<file path="config.mk">
export PLATFORM = sky130hd
export DESIGN_NAME = ssic_top
export DESIGN_NICKNAME = d
export VERILOG_FILES = /design/src/ssic_pkg.sv /design/src/ssic_wake_detect.sv /design/src/ssic_top.sv
export SDC_FILE = /design/constraint.sdc
export NUM_CORES = 1
export LEC_CHECK = 0
export ABC_CLOCK_PERIOD_IN_PS = 2900
export BUFFER_PORTS_ARGS = -buffer_cell sky130_fd_sc_hd__buf_4
export CORE_MARGIN = 3
export CORE_UTILIZATION = 54
export CTS_BUF_LIST = sky130_fd_sc_hd__clkbuf_16
export DETAILED_ROUTE_END_ITERATION = 8
export PLACE_DENSITY = 0.76
export SETUP_SLACK_MARGIN = 0.1
export SLEW_MARGIN = 20
export SYNTH_ARGS = -nofsm -noshare
export SYNTH_HDL_FRONTEND = slang
export SYNTH_SLANG_ARGS = --single-unit
</file>
<file path="constraint.sdc">
create_clock -name i_sys_clk -period 2.9 [get_ports i_sys_clk]
set_input_delay 0.29 -clock i_sys_clk [delete_from_list [all_inputs] [get_ports i_sys_clk]]
set_output_delay 0.29 -clock i_sys_clk [all_outputs]
set_load 0.02 [all_outputs]
</file>
<file path="src/ssic_pkg.sv">
// ssic_pkg: constants for the standby (stop/idle) controller
// assumes: single 25 MHz system clock, no register bus
package ssic_pkg;
	localparam int unsigned SSIC_CLK_HZ      = 25000000;
	localparam int unsigned SSIC_OSC_STAB_US = 1000;
	localparam int unsigned SSIC_OSC_STAB_CYC =
		(SSIC_OSC_STAB_US * (SSIC_CLK_HZ / 1000000));
	localparam int unsigned SSIC_NUM_EXT_IRQ = 7;
	localparam int unsigned SSIC_NUM_CSI     = 3;
	localparam logic [1:0]  SSIC_ADC_OFF     = 2'h0;
	typedef enum logic [1:0]
	{
		SSIC_NORMAL = 2'b00,
		SSIC_IDLE   = 2'b01,
		SSIC_STOP   = 2'b10,
		SSIC_STAB   = 2'b11
	} ssic_state_t;
endpackage

</file>
<file path="src/ssic_wake_detect.sv">
// ssic_wake_detect: combinational wake request qualification
// assumes: inputs already synchronised; needs no main clock to evaluate
`timescale 1ns/1ps
`default_nettype none
module ssic_wake_detect
	import ssic_pkg::*;
#(
	parameter int unsigned N_EXT = SSIC_NUM_EXT_IRQ
)
(
	input  wire logic             i_nmi_pin,        // nmi pin level
	input  wire logic [N_EXT-1:0] i_ext_irq,        // external irq pins
	input  wire logic [N_EXT-1:0] i_ext_irq_en,     // per-pin unmask
	input  wire logic             i_periph_irq,     // unmasked periph irq
	input  wire logic             i_wdt_irq,        // watchdog overflow irq
	input  wire logic             i_wdt_rst,        // watchdog reset request
	input  wire logic             i_on_subclock,    // cpu runs on subclock
	input  wire logic             i_pin_nmi_mask,   // mask for nmi pin
	input  wire logic             i_wdt_nmi_mask,   // mask for watchdog nmi
	input  wire logic             i_maskable_mask,  // mask for maskable irqs
	output logic                  o_wake            // qualified wake request
);
	logic nmi_wake;
	logic mask_wake;
	always_comb
	begin
		// pure gates so release works with the main oscillator halted
		nmi_wake = (i_nmi_pin & ~i_pin_nmi_mask)
			| (i_wdt_irq & i_on_subclock & ~i_wdt_nmi_mask);
		mask_wake = ~i_maskable_mask
			& ((|(i_ext_irq & i_ext_irq_en)) | i_periph_irq);
		o_wake = nmi_wake | mask_wake | (i_wdt_rst & i_on_subclock);
	end
endmodule
`default_nettype wire

</file>
<file path="src/ssic_top.sv">
// ssic_top: standby controller, stop/idle entry, gating and wake-up
// assumes: cpu issues the stop request strobe; ram and ports sit outside
// Notes on behaviour
// - stop entered from normal only when mode select and stop request are 1
// - in stop the main oscillator halts, subclock oscillator keeps running
// - in stop cpu and peripheral clocks are gated off
// - internal ram contents are kept throughout stop
// - subclock peripherals keep running in stop; externally clocked serials stop
// - wake on nmi, unmasked ext/periph irq, reset, watchdog on subclock
// - after stop release wait oscillator stabilisation, then normal
// - idle stops watchdog one; watchdog two runs only on subclock count
// - idle keeps clocked serial units running on external serial clock
// - idle keeps first uart on external baud clock; other serials stop
// - idle keeps dac output but freezes its value register
// - idle keeps real-time output on timer8 match if timer enabled
// - idle holds every port pin state
// - idle keeps cpu registers, status, ram and all internal data
// - masked wake requests are ignored and do not release standby
`timescale 1ns/1ps
`default_nettype none
module ssic_top
	import ssic_pkg::*;
#(
	parameter int unsigned STAB_CYC = SSIC_OSC_STAB_CYC,
	parameter int unsigned N_EXT    = SSIC_NUM_EXT_IRQ,
	parameter int unsigned N_CSI    = SSIC_NUM_CSI
)
(
	input  wire logic             i_sys_clk,              // 25 MHz clock
	input  wire logic             i_rst_b,                // async reset, low
	input  wire logic             i_power_save_mode_select, // 1 = stop mode
	input  wire logic             i_stop_request_bit,     // stop store pulse
	input  wire logic             i_idle_request,         // idle store pulse
	input  wire logic             i_pin_nonmask_irq_mask, // nmi pin mask
	input  wire logic             i_wdt_nonmask_irq_mask, // wdt nmi mask
	input  wire logic             i_maskable_irq_mask,    // maskable mask
	input  wire logic             i_nmi_pin,              // nmi pin
	input  wire logic [N_EXT-1:0] i_external_irq_pins,    // ext irq pins
	input  wire logic [N_EXT-1:0] i_ext_irq_en,           // ext irq unmask
	input  wire logic             i_periph_irq,           // periph irq
	input  wire logic             i_watchdog_overflow_irq, // wdt2 irq
	input  wire logic             i_watchdog_reset_request, // wdt2 reset
	input  wire logic             i_on_subclock,          // cpu on subclock
	input  wire logic             i_wdt2_subclk_sel,      // wdt2 on subclock
	input  wire logic [N_CSI-1:0] i_csi_ext_clk_sel,      // csi ext clk sel
	input  wire logic             i_uart0_ext_clk_sel,    // uart0 baud sel
	input  wire logic             i_rto_timer8_trig,      // rto on timer8
	input  wire logic             i_timer8_idle_en,       // timer8 idle run
	output logic                  o_main_osc_en,          // main oscillator
	output logic                  o_sub_osc_en,           // subclock osc
	output logic                  o_cpu_clk_en,           // cpu clock gate
	output logic                  o_periph_clk_en,        // periph clock gate
	output logic                  o_sub_periph_clk_en,    // subclock periphs
	output logic                  o_ram_hold,             // ram retention
	output logic                  o_port_hold,            // ports latch
	output logic                  o_data_write_block,     // dac/rto/cpu hold
	output logic                  o_wdt1_run,             // watchdog one
	output logic                  o_wdt2_run,             // watchdog two
	output logic [N_CSI-1:0]      o_csi_run,              // clocked serials
	output logic                  o_uart0_run,            // first uart
	output logic                  o_other_serial_run,     // others
	output logic                  o_dac_out_en,           // dac drives out
	output logic                  o_rto_run,              // real-time output
	output logic [1:0]            o_state                 // standby state
);
	////////////////////////////////////////////////////////////////
	logic rst_m;
	logic rst_s;
	always_ff @(posedge i_sys_clk or negedge i_rst_b)
	begin
		if (!i_rst_b)
		begin
			rst_m <= 1'b0;
			rst_s <= 1'b0;
		end
		else
		begin
			rst_m <= 1'b1;
			rst_s <= rst_m;
		end
	end

	// pin inputs pass two flops before use
	localparam int unsigned NSYNC = N_EXT + 3;
	logic [NSYNC-1:0] sync_a;
	logic [NSYNC-1:0] sync_b;
	always_ff @(posedge i_sys_clk or negedge rst_s)
	begin
		if (!rst_s)
		begin
			sync_a <= '0;
			sync_b <= '0;
		end
		else
		begin
			sync_a <= {i_watchdog_reset_request, i_watchdog_overflow_irq,
				i_nmi_pin, i_external_irq_pins};
			sync_b <= sync_a;
		end
	end

	////////////////////////////////////////////////////////////////
	logic wake;
	ssic_wake_detect #(.N_EXT(N_EXT)) u_wake
	(
		.i_nmi_pin       (sync_b[N_EXT]),
		.i_ext_irq       (sync_b[N_EXT-1:0]),
		.i_ext_irq_en    (i_ext_irq_en),
		.i_periph_irq    (i_periph_irq),
		.i_wdt_irq       (sync_b[N_EXT+1]),
		.i_wdt_rst       (sync_b[N_EXT+2]),
		.i_on_subclock   (i_on_subclock),
		.i_pin_nmi_mask  (i_pin_nonmask_irq_mask),
		.i_wdt_nmi_mask  (i_wdt_nonmask_irq_mask),
		.i_maskable_mask (i_maskable_irq_mask),
		.o_wake          (wake)
	);

	////////////////////////////////////////////////////////////////
	ssic_state_t state;
	logic [31:0] stab_cnt;
	always_ff @(posedge i_sys_clk or negedge rst_s)
	begin
		if (!rst_s)
			state <= SSIC_NORMAL;
		else
		begin
			unique case (state)
				SSIC_NORMAL:
					if (i_stop_request_bit && i_power_save_mode_select)
						state <= SSIC_STOP;
					else if (i_idle_request)
						state <= SSIC_IDLE;
				SSIC_IDLE:
					if (wake)
						state <= SSIC_NORMAL;
				SSIC_STOP:
					if (wake)
						state <= SSIC_STAB;
				SSIC_STAB:
					if (stab_cnt >= STAB_CYC - 1)
						state <= SSIC_NORMAL;
			endcase
		end
	end

	// oscillation stabilisation counter
	always_ff @(posedge i_sys_clk or negedge rst_s)
	begin
		if (!rst_s)
			stab_cnt <= '0;
		else if (state == SSIC_STAB)
			stab_cnt <= stab_cnt + 32'h1;
		else
			stab_cnt <= '0;
	end

	////////////////////////////////////////////////////////////////
	logic [N_CSI-1:0] next_csi_run;
	genvar g;
	generate
		for (g = 0; g < N_CSI; g++)
		begin : g_csi
			always_comb
				next_csi_run[g] = (state == SSIC_NORMAL)
					|| (state == SSIC_IDLE && i_csi_ext_clk_sel[g]);
		end
	endgenerate

	always_ff @(posedge i_sys_clk or negedge rst_s)
	begin
		if (!rst_s)
		begin
			o_main_osc_en       <= 1'b1;
			o_sub_osc_en        <= 1'b1;
			o_cpu_clk_en        <= 1'b1;
			o_periph_clk_en     <= 1'b1;
			o_sub_periph_clk_en <= 1'b1;
			o_ram_hold          <= 1'b0;
			o_port_hold         <= 1'b0;
			o_data_write_block  <= 1'b0;
			o_wdt1_run          <= 1'b1;
			o_wdt2_run          <= 1'b1;
			o_csi_run           <= '1;
			o_uart0_run         <= 1'b1;
			o_other_serial_run  <= 1'b1;
			o_dac_out_en        <= 1'b1;
			o_rto_run           <= 1'b1;
			o_state             <= 2'h0;
		end
		else
		begin
			// oscillator restarts one cycle after stop is left
			o_main_osc_en   <= (state != SSIC_STOP);
			o_sub_osc_en    <= 1'b1;
			// clocks stay gated until stabilised
			o_cpu_clk_en    <= (state == SSIC_NORMAL);
			o_periph_clk_en <= (state == SSIC_NORMAL || state == SSIC_IDLE);
			o_sub_periph_clk_en <= 1'b1;
			o_ram_hold      <= (state != SSIC_NORMAL);
			o_port_hold     <= (state == SSIC_IDLE);
			o_data_write_block <= (state != SSIC_NORMAL);
			o_wdt1_run      <= (state == SSIC_NORMAL);
			o_wdt2_run      <= (state == SSIC_NORMAL)
				|| (state == SSIC_IDLE && i_on_subclock
				&& i_wdt2_subclk_sel);
			o_csi_run       <= next_csi_run;
			o_uart0_run     <= (state == SSIC_NORMAL)
				|| (state == SSIC_IDLE && i_uart0_ext_clk_sel);
			o_other_serial_run <= (state == SSIC_NORMAL);
			o_dac_out_en    <= (state == SSIC_NORMAL
				|| state == SSIC_IDLE);
			o_rto_run       <= (state == SSIC_NORMAL)
				|| (state == SSIC_IDLE && i_rto_timer8_trig
				&& i_timer8_idle_en);
			o_state         <= state;
		end
	end

	////////////////////////////////////////////////////////////////
	a_stop_entry: assert property (@(posedge i_sys_clk) disable iff (!rst_s)
		(state == SSIC_NORMAL && i_stop_request_bit
		&& i_power_save_mode_select) |=> state == SSIC_STOP)
		else $error("stop not entered");
	a_stop_needs_sel: assert property (@(posedge i_sys_clk) disable iff (!rst_s)
		(state != SSIC_STOP) && !i_power_save_mode_select
		|=> state != SSIC_STOP)
		else $error("stop without mode select");
	a_osc_halt: assert property (@(posedge i_sys_clk) disable iff (!rst_s)
		(state == SSIC_STOP) |=> !o_main_osc_en && o_sub_osc_en)
		else $error("main osc not halted");
	a_clk_gate: assert property (@(posedge i_sys_clk) disable iff (!rst_s)
		(state == SSIC_STOP) |=> !o_cpu_clk_en && !o_periph_clk_en)
		else $error("clock not gated in stop");
	a_ram_kept: assert property (@(posedge i_sys_clk) disable iff (!rst_s)
		(state == SSIC_STOP) |=> o_ram_hold && o_sub_periph_clk_en)
		else $error("ram or subclock lost");
	a_masked_nowake: assert property (@(posedge i_sys_clk) disable iff (!rst_s)
		(state == SSIC_STOP && i_maskable_irq_mask && i_pin_nonmask_irq_mask
		&& i_wdt_nonmask_irq_mask && !sync_b[N_EXT+2])
		|=> state == SSIC_STOP)
		else $error("masked request woke");
	a_stab_wait: assert property (@(posedge i_sys_clk) disable iff (!rst_s)
		$rose(state == SSIC_STAB) |-> ##1 o_cpu_clk_en == 1'b0 [*2])
		else $error("cpu resumed early");
	a_wdt1_idle: assert property (@(posedge i_sys_clk) disable iff (!rst_s)
		(state == SSIC_IDLE) |=> !o_wdt1_run && o_port_hold)
		else $error("wdt1 runs in idle");
	a_uart_idle: assert property (@(posedge i_sys_clk) disable iff (!rst_s)
		(state == SSIC_IDLE) |=> o_uart0_run == $past(i_uart0_ext_clk_sel)
		&& !o_other_serial_run)
		else $error("uart idle gating wrong");
	c_stop_cycle: cover property (@(posedge i_sys_clk) disable iff (!rst_s)
		state == SSIC_STOP ##1 state == SSIC_STAB);
	c_stab_done: cover property (@(posedge i_sys_clk) disable iff (!rst_s)
		state == SSIC_STAB ##1 state == SSIC_NORMAL);
	c_idle_wake: cover property (@(posedge i_sys_clk) disable iff (!rst_s)
		state == SSIC_IDLE ##1 state == SSIC_NORMAL);
endmodule
`default_nettype wire

</file>
* Word level (Yosys, flattened, before mapping)
Cells that the tools add are included.
** Operators by class
- Multiplexer cells :: 7
- Bitwise logic cells :: 13
- Order comparisons :: 1
- Equal/unequal tests :: 8
- Reductions and logical operators :: 20
- Add/subtract/negate cells :: 1
** Operator list (count)
- $add 32x1->32 const B :: 1
- $ge 32x15->1 const B :: 1
- $mux 32 :: 1
- $mux 2 :: 5
- $logic_and 1x1->1 :: 9
- $pmux 2 s4 :: 1
- $and 7x7->7 :: 1
- $logic_or 1x1->1 :: 7
- $reduce_or 7->1 :: 1
- $and 1x1->1 :: 5
- $eq 2x2->1 const B :: 2
- $ne 2x1->1 const B :: 2
- $ne 2x2->1 const B :: 2
- $or 1x1->1 :: 4
- $reduce_and 4->1 :: 1
- $ne 3x3->1 const B :: 1
- $not 1->1 :: 3
- $eq 2x1->1 const B :: 1
- $logic_not 2->1 :: 1
- $reduce_bool 2->1 :: 1
** Word-level totals
- Flip-flop bits (word level) :: 69
- Word-level logic and storage cells :: 66

* Logic depth before layout (Yosys ltp)
- Word-level depth :: 8
- Depth in mapped cells :: 6

* Modules after synthesis
From an unflattened synthesis, not the netlist that was laid out.
** Unflattened totals
- Cell total of the unflattened synthesis :: 244
- Area, all modules :: 2810.2 sq um
** Modules (own cells, without submodules)
- ssic_top :: area each 2750.1 sq um, instances 1, cells each 235
- ssic_wake_detect :: area each 60.1 sq um, instances 1, cells each 9

* Least setup slack after synthesis
OpenSTA, ideal clock, no wires.
- Path kind :: register to register
- Start point :: register stab_cnt[0]
- End point :: register stab_cnt[28]
- Slack :: 1.073 ns
- Arrival :: 1.702 ns
- Cell stages (with the launch flop) :: 7
- Library setup time :: 0.125 ns
- Path through :: dfrtp_1 -> ha_1 -> nand3_1 -> nor3_2 -> nand3_1 -> nor3_1 -> mux2_2
** On the way
- Cells in the longest elaborated chain, start to end :: 2
** Ends and longest elaborated chain
- start: declaration :: RTL line ssic_top.sv:121 : logic [31:0] stab_cnt;
- start signal: assignment :: RTL line ssic_top.sv:153 : stab_cnt <= stab_cnt + 32'h1;
- $add 32x1->32 :: RTL line ssic_top.sv:153
- $mux 32 :: RTL line ssic_top.sv:152 : else if (state == SSIC_STAB)
No other way between the ends.
A chain may end at the register's enable or synchronous reset.

* Worst setup path after layout
Ends and elaborated chain as after synthesis.

==> results.txt <==
- Outcome: finished clean
- Port Buffer Count: 50
- In this run the mean area of a mapped cell was 11.0 um2.
* Top-count cell post-synth: dfrtp_1
- Across the VDD grid, the largest voltage drop is 0.597 mV.
* Fraction of synthesized area in multiplexers: 1.28%
- Buffers & Inverters on Critical Path: 0
- Combined area of all synthesized cells: 2840 um2
- Max-Cap Viols: 0
- Final routed DRC violation total: 0
- Core area: 4910 um2
- The number of antenna violations at the first check in global routing was 0.
- Data arrival time of the critical path: 2.25 ns
* Critical Path Sink Type: flip-flop
* Filler cell count: 371
- Number of cells produced by synthesis: 257
- Leakage Power: 1.58 nW
* DRT iter0 DRCs: 193
- Compound-Gate Fraction of Synth Area: 6.39%
- R2R Setup Slk: 0.86 ns
* Die area: 6160 um2
* Overflow left after global routing: 0
- Top cells by area, synth: dfrtp_1 (53%), dfstp_2 (8.3%), xor2_1 (4.6%)
- Number of top-level design ports: 53
- First-pass detailed-route iteration total: 6
- Cell Pwr Density: 833 nW/um2
* Post-Synth Adder-Cell Area: 0.441%
- Hold violation count in the final report: 0
- List of cells traversed by the critical path: ha_1, nand3_1, nor3_2, nand3_1, nor3_1, mux2_2
- From synthesis to final layout, the design area changed by 26.1%.
* Required time of the worst setup path: 3.11 ns
* Share of cells above drive strength 1: 28.3%
* Setup repair after global routing missed its margin: false
- For this run, asynchronously set or reset flops after synthesis account for 100%.
- The number of pins with negative max-slew slack in the final report was 0.
* Count of antenna diodes in the layout: 0
- The worst path uses 70.4% of the clock period.
* Number of global-route vias before repair: 2108
- The endpoint identified for the worst register-to-register timing path is stab_cnt[28].
- Portion of synthesized cell area occupied by the leading cell type: 52.9%
- Total of warnings raised by yosys: 0
- Among cell families on the critical path, the largest total delay comes from simple AND/OR/NAND/NOR gates.
* CP max-delay cell: dfrtp_1
- Layout Skew: 0.00531 ns
- For hold timing, the worst endpoint is sync_a[3].
- Post-CTS sizing: 0
* Number of sinks on the clock net: 69
- Worst-skew pair later-pin latency: 0.32 ns
- In this design, the stage delay of the slowest critical-path cell is 0.39 ns.
* FF-to-FF Start: stab_cnt[0]
- Derived from the worst setup path, the maximum achievable clock frequency is 489 MHz.
- The startpoint identified for the worst hold timing path is i_external_irq_pins[3].
- Via Count: 2037
- dfrtp_1 takes more of the synthesized area than any other cell.
- Counting instances in the post-synthesis netlist gives the leading cell types as dfrtp_1 (60), nor2_1 (31), nand2_1 (16).
- Hold/Removal Path Class: in -> reg
- Clock period minus final worst setup slack: 2.04 ns
- For this run, the share of the core covered by cells in the final layout is 72.9%.
* Setup violations, final: 0
- In this run the horizontal extent of the chip is 78.5 um.
- Synth cell types: 41
* CTS Hold Bufs: 1
- Summed over all failing endpoints, the final setup total negative slack is 0 ns.
* Inserted Clock Buffers: 9
- Detailed Route WL: 5800 um
- Along the worst hold path, the cell count comes to 1.
- Gpl congestion: 0.858
- Maximum number of pins on one net before global-route repair: 32
- The floorplan step set the die height to 78.5 um.
* # nets final: 344
- Number of nets with antenna violations after routing: 0
- Power Total: 2.98 mW
- Of all nets on the critical path, the largest fanout is 6.
* Dominant combinational cell family by area after synthesis: simple AND/OR/NAND/NOR gates
* Half-perimeter wire length after placement: 3750 um
* Library cell used as clock root buffer: clkbuf_16
- Std cell rows: 25
- Dividing the detail-routed wire length by the instance count gives 15.2 um.
- The H-tree was split into 3 levels.
- Clock-pin slew was measured on the worst setup and hold paths at 0.06 ns.
- In the synthesized netlist the dominant register cell turns out to be dfrtp_1.
- At the pin with the least slew margin, the transition time is 0.656 ns.
- Wire length of the first global-routing pass: 9990 um
- Startpoint kind of the worst setup timing path: flip-flop
* Fraction of the yosys area taken by sequential cells: 61.2%
* EDFF count, synth: 0
- Synth Area in XOR/XNOR: 6.79%
- Number of cells on the worst reg-to-reg path: 6
- Once the floorplan was initialized, standard cells occupied 57.8% of the core.
* Cell repeated most along the worst path: nand3_1
- Overall fraction of global-route tracks in use: 21.4%
* Number of register bits inferred by synthesis: 69
- Routed vias/inst: 5.35
* Max transition margin: 56.3%
* Worst Path Class, Setup: reg -> reg
- TritonCTS clock tree: yes
- No sink is reached through more buffers than the 2 on the longest clock path.
* Area share of and/or/nand/nor cells after synthesis: 19.4%
* Post-CTS setup buffer count: 0
==> state kept, by name, summed over array words and instances (netlist names) <==
register	flops
o_port_hold	1
o_wdt2_run	1
sync_b	10
o_csi_run	3
o_state	2
o_dac_out_en	1
stab_cnt	32
o_rto_run	1
o_data_write_block	1
o_main_osc_en	1
rst_s	1
state	2
o_uart0_run	1
o_other_serial_run	1
rst_m	1
sync_a	10
==> how the worst max path moves through the flow <==
stage / start / to / depth (start not counted)
6_report: stab_cnt[0] / stab_cnt[28] / 6
5_1_grt: stab_cnt[0] / stab_cnt[28] / 6
4_1_cts: stab_cnt[0] / stab_cnt[28] / 6
3_5_place_dp: stab_cnt[0] / stab_cnt[28] / 6
3_3_place_gp: state[1] / state[0] / 5
2_1_floorplan: rst_s / o_data_write_block / 0
==> layout make-up <==
class	instances	area (um2)	area share, %
Sequential cell	69	1740	48.6
Clock buffer	9	225	6.29
Clock inverter	7	97.6	2.73
Multi-Input combinational cell	164	986	27.5
Timing Repair Buffer	54	408	11.4
Tap cell	67	83.8	2.34
Inverter	11	41.3	1.15
==> report_power, final <==
part | switching [mW] | internal, mW | leakage [nW]
clock | 0.415 | 0.756 | 0.152
sequential | 0.118 | 1.13 | 0.871
combinational | 0.314 | 0.252 | 0.560
==> worst reg2reg max path, delay by kind of cell (launching register included) <==
kind	cells	cell delay [ns]
mux	1	0.35
simple gates	4	0.96
fa+ha+maj	1	0.23
flops	1	0.39
==> metal layers <==
metal  part of all wire [%]  global-route usage (%)  vias up
met5                      0                       0        -
met4                    1.9                    10.3        0
met3                    4.4                    4.01        9
met2                     53                    35.5       63
met1                     41                    26.9      976
li1                       -                       -      989
==> cell usage in the layout (no fill, tap or decap), drive strengths merged, types with 2 or more instances in the layout <==
| master | n |
|---|---|
| dfstp | 9 |
| nand4 | 13 |
| a21oi | 12 |
| nand3 | 15 |
| nor4 | 6 |
| buf | 53 |
| o2111ai | 2 |
| or2 | 2 |
| clkbuf | 9 |
| nand2 | 16 |
| or3 | 3 |
| xnor2 | 7 |
| xor2 | 15 |
| inv | 13 |
| a211oi | 2 |
| clkinvlp | 2 |
| and3 | 3 |
| bufinv | 2 |
| conb | 3 |
| nor3 | 8 |
| a22oi | 3 |
| nor2 | 32 |
| mux2 | 2 |
| or4 | 5 |
| dfrtp | 60 |
| o21ai | 5 |
| nor2b | 2 |
==> stage by stage <==
stage          setup WS [ns]  hold slack, ns  instances  instance area, um2
3_3_place_gp           0.952          0.0725        364                3250
2_1_floorplan          0.852        -0.00559        259                2850
6_report               0.857          0.0691        381                3580
4_1_cts                0.856          0.0608        381                3580
5_1_grt                0.624          0.0595        381                3580
3_5_place_dp           0.873          0.0736        364                3250
==> kinds of logic after synthesis <==
| logic type | Yosys count |
|---|---|
| DFF | 69 |
| adders and majority gates | 1 |
| xor gates and xnor gates | 22 |
| and+or+nand+nor | 106 |
| AOI/OAI and AO/OA | 29 |
| buffers and inverters | 26 |
| muxes | 3 |
| other | 1 |
No activity file was read; power rests on OpenSTA's default activity.
